`config.mk`:
```
export PLATFORM = sky130hd
export DESIGN_NAME = ssr_top
export DESIGN_NICKNAME = d
export VERILOG_FILES = /design/src/inc/ssr_pkg.sv /design/src/inc/ssr_fifo_if.sv /design/src/verilog/ssr_top.sv /design/src/verilog/ssr_sync2.sv /design/src/verilog/ssr_fifo.sv
export SDC_FILE = /design/constraint.sdc
export NUM_CORES = 1
export LEC_CHECK = 0
export CAP_MARGIN = 10
export CORE_ASPECT_RATIO = 0.6
export CORE_MARGIN = 2
export CORE_UTILIZATION = 64
export CTS_BUF_LIST = sky130_fd_sc_hd__clkbuf_16
export CTS_CLUSTER_SIZE = 40
export DETAILED_ROUTE_END_ITERATION = 8
export DONT_BUFFER_PORTS = 1
export GPL_ROUTABILITY_DRIVEN = 1
export GPL_TIMING_DRIVEN = 0
export PLACE_DENSITY = 0.76
export SLEW_MARGIN = 20
export SYNTH_ARGS = -nofsm -noshare
export SYNTH_HDL_FRONTEND = slang
export SYNTH_SLANG_ARGS = --single-unit
```
`constraint.sdc`:
```
create_clock -name clk_sys -period 4 [get_ports clk_sys]
set_input_delay 0.4 -clock clk_sys [delete_from_list [all_inputs] [get_ports clk_sys]]
set_output_delay 0.4 -clock clk_sys [all_outputs]
set_load 0.02 [all_outputs]
```
`src/inc/ssr_pkg.sv`:
```
// constants, register map and field layout of the synchronous serial receiver
// assumes a 125 MHz system clock and AXI4-Lite register access
// Notes on behaviour
// - nine-bit mode shifts nine bits per character
// - ninth-bit flag shows oldest unread character's bit
// - character done sets flag; enable gates request
// - status shows ninth bit and error flags
// - overrun cleared by continuous or port enable clear; with master single enable set, continuous clear holds it until a data read
// - slave receives like master, three exceptions
// - slave treats continuous receive as always on
// - slave ignores single-receive enable
// - slave receives during sleep on external clock
// - sleep completion wakes; vectors only with global enable
// - single enable one character; continuous wins, runs
// - sample on trailing clock edge, then FIFO
// - two-deep FIFO; third character sets overrun, blocks
// - one bit per clock, data stable at trailing
package ssr_pkg;
   // ****************************************
   // register map
   // ****************************************
   localparam int unsigned ADDR_W       = 6;
   localparam logic [5:0]  OFS_RX_STAT  = 6'h00;
   localparam logic [5:0]  OFS_RX_DATA  = 6'h04;
   localparam logic [5:0]  OFS_TX_STAT  = 6'h08;
   localparam logic [5:0]  OFS_BAUD_CTL = 6'h0C;
   localparam logic [5:0]  OFS_DIV_LO   = 6'h10;
   localparam logic [5:0]  OFS_DIV_HI   = 6'h14;
   localparam logic [5:0]  OFS_CORE_INT = 6'h18;
   localparam logic [5:0]  OFS_IRQ_EN   = 6'h1C;
   localparam logic [5:0]  OFS_IRQ_FLG  = 6'h20;
   // ****************************************
   // field positions
   // ****************************************
   localparam int unsigned B_PORT_EN   = 7;
   localparam int unsigned B_NINE_EN   = 6;
   localparam int unsigned B_SINGLE    = 5;
   localparam int unsigned B_CONT      = 4;
   localparam int unsigned B_FRAME_ERR = 2;
   localparam int unsigned B_OVERRUN   = 1;
   localparam int unsigned B_NINTH     = 0;
   localparam int unsigned B_CLK_SRC   = 7;
   localparam int unsigned B_SYNC      = 4;
   localparam int unsigned B_HI_SPEED  = 2;
   localparam int unsigned B_RCIDL     = 6;
   localparam int unsigned B_SCKP      = 4;
   localparam int unsigned B_WIDE_DIV  = 3;
   localparam int unsigned B_GLOB_IE   = 7;
   localparam int unsigned B_PERI_IE   = 6;
   localparam int unsigned B_RX_IE     = 5;
   localparam int unsigned B_RX_FLAG   = 5;
   // ****************************************
   // reset values and misc
   // ****************************************
   localparam logic [7:0] REG_RST   = 8'h00;
   localparam logic [1:0] RESP_OK   = 2'h0;
   localparam logic [1:0] RESP_ERR  = 2'h2;
   localparam logic [3:0] BITS_8    = 4'h8;
   localparam logic [3:0] BITS_9    = 4'h9;
   localparam logic [1:0] FIFO_FULL = 2'h2;
   localparam int unsigned CHAR_W   = 9;
endpackage : ssr_pkg

```
`src/inc/ssr_fifo_if.sv`:
```
// signals between the receiver control and its two-character store
// assumes both ends run on clk_sys
interface ssr_fifo_if;
   logic       push;
   logic [8:0] wdata;
   logic       pop;
   logic       flush;
   logic [8:0] head;
   logic [1:0] count;
   modport ctrl (output push, output wdata, output pop, output flush,
                 input head, input count);
   modport mem  (input push, input wdata, input pop, input flush,
                 output head, output count);
endinterface : ssr_fifo_if

```
`src/verilog/ssr_top.sv`:
```
// receive path of a synchronous serial port, master and slave clocking
// assumes an AXI4-Lite master on clk_sys and a serial peer on the pins
module ssr_top (
   input  wire logic                      clk_sys,
   input  wire logic                      srst,
   input  wire logic [ssr_pkg::ADDR_W-1:0] s_axi_awaddr,
   input  wire logic                      s_axi_awvalid,
   output logic                           s_axi_awready,
   input  wire logic [31:0]               s_axi_wdata,
   input  wire logic [3:0]                s_axi_wstrb,
   input  wire logic                      s_axi_wvalid,
   output logic                           s_axi_wready,
   output logic [1:0]                     s_axi_bresp,
   output logic                           s_axi_bvalid,
   input  wire logic                      s_axi_bready,
   input  wire logic [ssr_pkg::ADDR_W-1:0] s_axi_araddr,
   input  wire logic                      s_axi_arvalid,
   output logic                           s_axi_arready,
   output logic [31:0]                    s_axi_rdata,
   output logic [1:0]                     s_axi_rresp,
   output logic                           s_axi_rvalid,
   input  wire logic                      s_axi_rready,
   input  wire logic                      serial_data_pin_i,
   input  wire logic                      serial_clock_pin_i,
   output logic                           serial_clock_pin_o,
   output logic                           serial_clock_pin_oe,
   input  wire logic                      sleep_mode,
   output logic                           rx_irq,
   output logic                           irq_vector,
   output logic                           wake_req
);
   import ssr_pkg::*;

   // ****************************************
   // configuration registers
   // ****************************************
   logic        port_en_q, nine_bit_q, single_q, cont_q, overrun_q;
   logic        clk_src_q, sync_q, hi_speed_q, sckp_q, wide_div_q;
   logic        glob_ie_q, peri_ie_q, rx_ie_q;
   logic [7:0]  div_lo_q, div_hi_q;
   logic        aw_got_q, w_got_q;
   logic [5:0]  awaddr_q;
   logic [7:0]  wbyte_q;
   logic        wlane_q;
   logic        wr_fire, rd_fire, rd_pop;
   logic        wr_hit;
   logic [31:0] rd_word;
   logic        rd_hit;

   ssr_fifo_if fif ();

   assign s_axi_awready = !aw_got_q && !s_axi_bvalid;
   assign s_axi_wready  = !w_got_q && !s_axi_bvalid;
   assign s_axi_arready = !s_axi_rvalid;
   assign wr_fire       = aw_got_q && w_got_q && !s_axi_bvalid;
   assign rd_fire       = s_axi_arvalid && s_axi_arready;
   // reading the data register advances the store
   assign rd_pop        = rd_fire && s_axi_araddr == OFS_RX_DATA;

   always_comb
   begin
      wr_hit = 1'b1;
      unique case (awaddr_q)
         OFS_RX_STAT, OFS_RX_DATA, OFS_TX_STAT, OFS_BAUD_CTL,
         OFS_DIV_LO, OFS_DIV_HI, OFS_CORE_INT, OFS_IRQ_EN, OFS_IRQ_FLG: wr_hit = 1'b1;
         default: wr_hit = 1'b0;
      endcase
   end

   // ****************************************
   // axi write channel
   // ****************************************
   always_ff @(posedge clk_sys)
   begin
      if (srst)
      begin
         aw_got_q     <= 1'b0;
         w_got_q      <= 1'b0;
         awaddr_q     <= 6'h00;
         wbyte_q      <= 8'h00;
         wlane_q      <= 1'b0;
         s_axi_bvalid <= 1'b0;
         s_axi_bresp  <= RESP_OK;
      end
      else
      begin
         if (s_axi_awvalid && s_axi_awready)
         begin
            aw_got_q <= 1'b1;
            awaddr_q <= s_axi_awaddr;
         end
         if (s_axi_wvalid && s_axi_wready)
         begin
            w_got_q <= 1'b1;
            wbyte_q <= s_axi_wdata[7:0];
            wlane_q <= s_axi_wstrb[0];
         end
         if (wr_fire)
         begin
            aw_got_q     <= 1'b0;
            w_got_q      <= 1'b0;
            s_axi_bvalid <= 1'b1;
            s_axi_bresp  <= wr_hit ? RESP_OK : RESP_ERR;
         end
         else if (s_axi_bready)
         begin
            s_axi_bvalid <= 1'b0;
         end
      end
   end

   // ****************************************
   // receiver datapath signals
   // ****************************************
   logic        master, slave, master_run, slave_run, rx_on;
   logic        data_s, sck_s, sck_prev_q;
   logic [15:0] div_n, cnt_q;
   logic        tick, phase_q, m_trail, s_trail, sample;
   logic [3:0]  nbits, bit_cnt_q;
   logic [8:0]  sr_q, char_d;
   logic        last_bit, done, full, single_done;

   // master only when sync and clock source select are set
   assign master     = port_en_q && sync_q && clk_src_q;
   // slave takes the clock from outside when clock source is clear
   assign slave      = port_en_q && sync_q && !clk_src_q;
   // continuous wins; single covers one character
   assign master_run = master && (cont_q || single_q) && !overrun_q;
   // slave runs regardless of either receive enable
   assign slave_run  = slave && !overrun_q;
   assign rx_on      = master_run || slave_run;
   assign div_n      = wide_div_q ? {div_hi_q, div_lo_q} : {8'h00, div_lo_q};
   assign tick       = cnt_q == div_n;
   assign m_trail    = master_run && tick && phase_q;
   // trailing edge of the external clock, polarity by sckp
   assign s_trail    = slave_run && (sckp_q ? (!sck_prev_q && sck_s)
                                            : (sck_prev_q && !sck_s));
   // one data bit per trailing edge
   assign sample     = master ? m_trail : s_trail;
   // nine bits per character in nine-bit mode
   assign nbits      = nine_bit_q ? BITS_9 : BITS_8;
   assign last_bit   = bit_cnt_q == nbits - 4'h1;
   assign done       = sample && last_bit;
   assign full       = fif.count == FIFO_FULL;
   assign single_done = master && done && single_q;

   always_comb
   begin
      char_d = sr_q;
      // first sampled bit lands in bit zero
      char_d[bit_cnt_q] = data_s;
      if (!nine_bit_q)
      begin
         char_d[8] = 1'b0;
      end
   end

   ssr_sync2 u_sync_data (
      .clk_sys (clk_sys),
      .srst    (srst),
      .din     (serial_data_pin_i),
      .dout    (data_s)
   );

   ssr_sync2 u_sync_clk (
      .clk_sys (clk_sys),
      .srst    (srst),
      .din     (serial_clock_pin_i),
      .dout    (sck_s)
   );

   // ****************************************
   // control registers
   // ****************************************
   always_ff @(posedge clk_sys)
   begin
      if (srst)
      begin
         port_en_q  <= 1'b0;
         nine_bit_q <= 1'b0;
         single_q   <= 1'b0;
         cont_q     <= 1'b0;
         clk_src_q  <= 1'b0;
         sync_q     <= 1'b0;
         hi_speed_q <= 1'b0;
         sckp_q     <= 1'b0;
         wide_div_q <= 1'b0;
         glob_ie_q  <= 1'b0;
         peri_ie_q  <= 1'b0;
         rx_ie_q    <= 1'b0;
         div_lo_q <= REG_RST;
         div_hi_q <= REG_RST;
      end
      else
      begin
         // single enable clears itself at the end of a master-mode character
         if (single_done)
         begin
            single_q <= 1'b0;
         end
         if (wr_fire && wlane_q)
         begin
            unique case (awaddr_q)
               OFS_RX_STAT:
               begin
                  port_en_q  <= wbyte_q[B_PORT_EN];
                  nine_bit_q <= wbyte_q[B_NINE_EN];
                  single_q   <= wbyte_q[B_SINGLE];
                  cont_q     <= wbyte_q[B_CONT];
               end
               OFS_TX_STAT:
               begin
                  clk_src_q  <= wbyte_q[B_CLK_SRC];
                  sync_q     <= wbyte_q[B_SYNC];
                  hi_speed_q <= wbyte_q[B_HI_SPEED];
               end
               OFS_BAUD_CTL:
               begin
                  sckp_q     <= wbyte_q[B_SCKP];
                  wide_div_q <= wbyte_q[B_WIDE_DIV];
               end
               OFS_DIV_LO:   div_lo_q <= wbyte_q;
               OFS_DIV_HI:   div_hi_q <= wbyte_q;
               OFS_CORE_INT:
               begin
                  glob_ie_q <= wbyte_q[B_GLOB_IE];
                  peri_ie_q <= wbyte_q[B_PERI_IE];
               end
               OFS_IRQ_EN:   rx_ie_q <= wbyte_q[B_RX_IE];
               default:      ;
            endcase
         end
      end
   end

   // ****************************************
   // overrun flag
   // ****************************************
   always_ff @(posedge clk_sys)
   begin
      if (srst)
      begin
         overrun_q <= 1'b0;
      end
      else if (done && full)
      begin
         // set wins over any clear in the same cycle
         overrun_q <= 1'b1;
      end
      else if (!port_en_q || (!cont_q && !(master && single_q)))
      begin
         // port off, or continuous cleared without master single enable, ends the overrun
         overrun_q <= 1'b0;
      end
      else if (rd_pop && master && single_q && !cont_q)
      begin
         overrun_q <= 1'b0;
      end
   end

   // ****************************************
   // clock generation and shifting
   // ****************************************
   always_ff @(posedge clk_sys)
   begin
      if (srst || !master_run)
      begin
         // clearing continuous mid-character with single clear stops the clock at once
         cnt_q   <= 16'h0000;
         phase_q <= 1'b0;
      end
      else if (tick)
      begin
         cnt_q   <= 16'h0000;
         phase_q <= !phase_q;
      end
      else
      begin
         cnt_q <= cnt_q + 16'h0001;
      end
   end

   always_ff @(posedge clk_sys)
   begin
      if (srst)
      begin
         sck_prev_q <= 1'b0;
      end
      else
      begin
         sck_prev_q <= sck_s;
      end
   end

   always_ff @(posedge clk_sys)
   begin
      if (srst || !rx_on)
      begin
         // a partial character is thrown away
         bit_cnt_q <= 4'h0;
         sr_q      <= 9'h000;
      end
      else if (done)
      begin
         bit_cnt_q <= 4'h0;
         sr_q      <= 9'h000;
      end
      else if (sample)
      begin
         bit_cnt_q <= bit_cnt_q + 4'h1;
         sr_q      <= char_d;
      end
   end

   // completed character enters the store unless full
   assign fif.push  = done && !full;
   assign fif.wdata = char_d;
   assign fif.pop   = rd_pop;
   // clearing the port enable resets the receiver
   assign fif.flush = !port_en_q;

   ssr_fifo u_fifo (
      .clk_sys (clk_sys),
      .srst    (srst),
      .fif     (fif)
   );

   // ****************************************
   // pins and requests
   // ****************************************
   assign serial_clock_pin_oe = master;
   assign serial_clock_pin_o  = phase_q ^ sckp_q;
   // flag while characters wait; request gated by enable
   assign rx_irq     = (fif.count != 2'h0) && rx_ie_q;
   // wake needs only the enable; vector needs global too
   assign wake_req   = sleep_mode && rx_irq;
   assign irq_vector = rx_irq && glob_ie_q && peri_ie_q;

   // ****************************************
   // axi read channel
   // ****************************************
   always_comb
   begin
      rd_word = 32'h0000_0000;
      rd_hit  = 1'b1;
      unique case (s_axi_araddr)
         // ninth bit and error flags in one status read
         OFS_RX_STAT: rd_word[7:0] = {port_en_q, nine_bit_q, single_q, cont_q, 1'b0,
                                      1'b0, overrun_q, fif.head[8]};
         OFS_RX_DATA: rd_word[7:0] = fif.head[7:0];
         OFS_TX_STAT: rd_word[7:0] = {clk_src_q, 2'h0, sync_q, 1'b0, hi_speed_q,
                                      1'b1, 1'b0};
         OFS_BAUD_CTL: rd_word[7:0] = {1'b0, !rx_on || bit_cnt_q == 4'h0, 1'b0,
                                       sckp_q, wide_div_q, 3'h0};
         OFS_DIV_LO:   rd_word[7:0] = div_lo_q;
         OFS_DIV_HI:   rd_word[7:0] = div_hi_q;
         OFS_CORE_INT: rd_word[7:0] = {glob_ie_q, peri_ie_q, 6'h00};
         OFS_IRQ_EN:   rd_word[B_RX_IE] = rx_ie_q;
         OFS_IRQ_FLG:  rd_word[B_RX_FLAG] = fif.count != 2'h0;
         default:      rd_hit = 1'b0;
      endcase
   end

   always_ff @(posedge clk_sys)
   begin
      if (srst)
      begin
         s_axi_rvalid <= 1'b0;
         s_axi_rdata  <= 32'h0000_0000;
         s_axi_rresp  <= RESP_OK;
      end
      else if (rd_fire)
      begin
         s_axi_rvalid <= 1'b1;
         s_axi_rdata  <= rd_word;
         s_axi_rresp  <= rd_hit ? RESP_OK : RESP_ERR;
      end
      else if (s_axi_rready)
      begin
         s_axi_rvalid <= 1'b0;
      end
   end
endmodule : ssr_top

```
`src/verilog/ssr_sync2.sv`:
```
// two-flop synchroniser for one pin input
// assumes the input is asynchronous to clk_sys
module ssr_sync2 (
   input  wire logic clk_sys,
   input  wire logic srst,
   input  wire logic din,
   output logic      dout
);
   logic meta_q;
   always_ff @(posedge clk_sys)
   begin
      if (srst)
      begin
         meta_q <= 1'b0;
         dout   <= 1'b0;
      end
      else
      begin
         meta_q <= din;
         dout   <= meta_q;
      end
   end
endmodule : ssr_sync2

```
`src/verilog/ssr_fifo.sv`:
```
// two-character receive store; the oldest character sits in a register
// assumes push is never given while the store is full
module ssr_fifo (
   input  wire logic clk_sys,
   input  wire logic srst,
   ssr_fifo_if.mem   fif
);
   import ssr_pkg::*;
   logic [8:0] tail_q;
   logic [1:0] count_q;
   logic       do_pop;
   assign do_pop    = fif.pop && (count_q != 2'h0);
   assign fif.count = count_q;
   always_ff @(posedge clk_sys)
   begin
      if (srst || fif.flush)
      begin
         count_q  <= 2'h0;
         fif.head <= 9'h000;
         tail_q   <= 9'h000;
      end
      else
      begin
         // head is the output register, so the reader sees no mux delay
         if (do_pop)
         begin
            fif.head <= (count_q == FIFO_FULL) ? tail_q : fif.wdata;
         end
         else if (fif.push && count_q == 2'h0)
         begin
            fif.head <= fif.wdata;
         end
         if (fif.push && ((count_q == 2'h1 && !do_pop) || count_q == FIFO_FULL))
         begin
            tail_q <= fif.wdata;
         end
         if (fif.push && !do_pop)
         begin
            count_q <= count_q + 2'h1;
         end
         else if (!fif.push && do_pop)
         begin
            count_q <= count_q - 2'h1;
         end
      end
   end
endmodule : ssr_fifo

```
==> run summary <==
## Timing
• **final number of setup-violating endpoints** 0
• **Min Clock Period, post-route** 2.83 ns
• **Final Cycle Share** 70.7%
• **Post-Route Setup TNS** 0 ns
• **Fin Clk Skew** 0.00809 ns
• **number of hold violations in the final report** 0
• **minimum hold slack** 0.0915 ns
• **top achievable clock speed** 353 MHz
• **slew margin rel.** 44.6%
• **max-slew violation count** 0
• **setup repair after global routing missed its margin** false
• **transition at the pin with the smallest max-transition slack** 0.832 ns

## Clock network
• **total of hold buffers inserted after clock tree synthesis** 0
• **number of resized instances in the post-cts repair step** 0
• **Root Buffer** clkbuf_16
• **latest clock arrival within the worst-skew pair** 0.42 ns
• **clock input transition at the sequential cells of the worst setup and hold paths** 0.06 ns
• **CTS H-tree depth** 4
• **maximum count of clock buffers along a single path** 2
• **TritonCTS clock tree** yes
• **clk sinks** 113
• **TritonCTS buffer count** 17
• **total setup buffers inserted after CTS** 0

## GRT
• **antenna violations before repair** 0
• **number of global-route vias before repair** 4750
• **Congestion Overflow GR** 0
• **first-pass GRT wire length** 24300 um
• **total global-route track usage** 32.3%
• **maximum number of pins on one net before global-route repair** 17

## Outcome
• **run status** complete, no violations

## Layout
• **final antenna diode count** 0
• **relative area change from synthesis to final layout** 14.1%
• **Final Instance Area** 6500 um^2
• **number of cells in the finished layout apart from fillers** 823
• **share of layout cells above drive strength 1** 12.5%
• **post-layout net count** 765
• **Filler cells** 628
• **post-layout utilization of the core** 75.6%

## Floorplan
• **height of the die** 77.1 um
• **area of the core** 8590 um^2
• **horizontal die dimension** 126 um
• **cell row count** 26
• **effective utilization at floorplan** 66.3%
• **I/O pin cnt** 104
• **die area** 9690 um^2

## Worst hold path
• **worst hold path class** input port to register

## Power and ir drop
• **sequential share of power** 42.5%
• **pwr dens** 425 nW/um^2
• **leakage power summed over all cells** 2.71 nW
• **share of total power consumed by net switching** 23.9%
• **clock network fraction of total power** 52.6%
• **combinational fraction of design power** 4.9%
• **IR Drop Worst-Case VDD** 0.000363 V
• **reported net switching power** 0.660 mW
• **P_int** 2.10 mW

## Critical path
• **critical setup path kind** register to register
• **required time at the worst-slack endpoint** 4.28 ns
• **category of the worst setup path capture point** register
• **arrival time at the worst endpoint** 3.11 ns
• **sort of element at the start of the critical path** register
• **Worst Path Max Fanout** 7

## Synth
• **post-synthesis sequential area ratio** 39.7%
• **Compound-Gate Fraction of Synth Area** 11.0%
• **dominant cell type by area after synthesis** dfxtp_1
• **share of flip-flops with an asynchronous set or reset** 0%
• **main combinational cell family by area after synthesis** simple AND/OR/NAND/NOR gates
• **list of most frequent post-synthesis cells** dfxtp_1 (113), nor2_1 (86), nand2_1 (78), mux2i_1 (55)
• **count of warnings emitted by yosys** 0
• **fraction of synthesized cell area taken by the top area cell type** 39.7%
• **flip-flop and latch count after synthesis** 113
• **arithmetic-cell share of the synthesized area counting full adders, half adders and majority gates** 1.98%
• **post-synthesis simple-gate area fraction** 23.3%
• **mean instance size in the synthesized netlist** 8.70 um^2
• **portion of netlist area occupied by mux cells** 12.6%
• **EDFF count, synth** 0
• **library cells used by synthesis** 56
• **top flip-flop cell by instance count after synthesis** dfxtp_1
• **instance count of the mapped netlist** 654
• **parity-gate share of the synthesized area counting xor and xnor cells** 4.62%
• **top area cells in the synthesized netlist** dfxtp_1 (40%), mux2i_1 (9.7%), nor2_1 (5.7%), nand2_1 (5.1%), buf_4 (3.4%)
• **dominant cell by count in the synthesized netlist** dfxtp_1
• **Netlist Area Pre-Place** 5690 um^2

## Drt
• **violation count after the first detailed-routing iteration** 613
• **Initial DRT Pass Iterations** 5
• **mean routed wirelength per cell** 18.5 um
• **vias per std cell** 6.08
• **antenna viol nets, final** 0
• **vias** 5006
• **DRC violation count after routing** 0
• **Routed Wire Length** 15200 um

## Placed design
• **cell area reported after detailed placement** 5930 um^2
• **port buffer count** 0
• **placed cell count** 791
• **post-detail-place hpwl** 11100 um
• **weighted congestion at the end of routability-driven global placement** 0.942

## Run
• **Max-cap violations** 0

## flip-flops by register name (all words and copies together), names as in the netlist, 2 cells and up
| register | count |
|---|---|
| div_lo_q | 8 |
| bit_cnt_q | 4 |
| sr_q | 9 |
| u_fifo.fif.head | 9 |
| div_hi_q | 8 |
| awaddr_q | 6 |
| u_fifo.tail_q | 9 |
| cnt_q | 16 |
| u_fifo.fif.count | 2 |
| wbyte_q | 8 |
| s_axi_rdata | 8 |
## power groups by stage
stage | clock [mW] | sequential (mW) | combinational [mW]
CTS | 1.46 | 1.17 | 0.133
floorplan | 0 | 1.19 | 0.112
detailed placement | 0 | 1.20 | 0.132
global route | 1.52 | 1.17 | 0.148
finish | 1.45 | 1.17 | 0.136
global placement | 0 | 1.20 | 0.128
## through the flow
| stage | total power [mW] | setup WS [ns] |
|---|---|---|
| global route | 2.85 | 1.05 |
| floorplan | 1.30 | 1.69 |
| global placement | 1.32 | 1.38 |
| CTS | 2.77 | 1.24 |
| detailed placement | 1.33 | 1.25 |
| finish | 2.76 | 1.17 |
## cell families after synthesis
logic type                 count (synthesis)
other                                      1
muxes                                     69
AOI/OAI and AO/OA                         90
buffers and inverters                     70
xor gates and xnor gates                  30
DFF                                      113
and+or+nand+nor                          272
adders and majority gates                  9
## area by class of cell
class	count	area [um^2]	share of cell area (%)
Clock inverter	15	145	2.23
Tap cell	112	140	2.16
Buffer	58	334	5.14
Inverter	12	45.0	0.693
Clock buffer	17	425	6.55
Multi-Input combinational cell	496	3140	48.4
Sequential cell	113	2260	34.8
## path summary, 6_finish.rpt
| kind | slack, ns | depth (start not counted) | to | startpoint |
|---|---|---|---|---|
| hold / removal | 0.09 | 1 | s_axi_rvalid | s_axi_rready |
| setup / recovery | 1.17 | 12 | u_fifo.fif.count[1] | port_en_q |
| hold reg to reg | 0.44 | 1 | u_sync_clk.dout | u_sync_clk.meta_q |
| setup reg to reg | 1.17 | 12 | u_fifo.fif.count[1] | port_en_q |
## cells in the final DEF, fill, tap and decap left out, drive strengths merged, types with 12 or more instances in the layout
master	n
dfxtp	113
nor2	86
nand2	78
mux2i	55
clkbuf	39
buf	36
nand3	26
conb	26
o21ai	23
a21oi	21
nand4	20
xnor2	18
nor2b	17
inv	14
mux2	13
xor2	12
## per-layer routing
metal,track usage [%],wire (um),up-vias
li1,-,-,2322
met1,45.9,6810,2354
met2,46.2,6320,292
met3,11.0,1820,38
met4,10.1,255,0
met5,0,0,-
## worst max-delay path, stage by stage (launching register included)
cell	delay, ns
dfxtp_1	0.46
nand3b_1	0.16
or3b_4	0.44
nor4_4	0.17
nand4bb_2	0.29
nand2_1	0.32
nand2_1	0.11
nor2_1	0.12
ha_1	0.18
xor2_1	0.15
nor2_1	0.06
a21oi_1	0.16
nor2_1	0.06
Power figures use the tool's default switching activity.
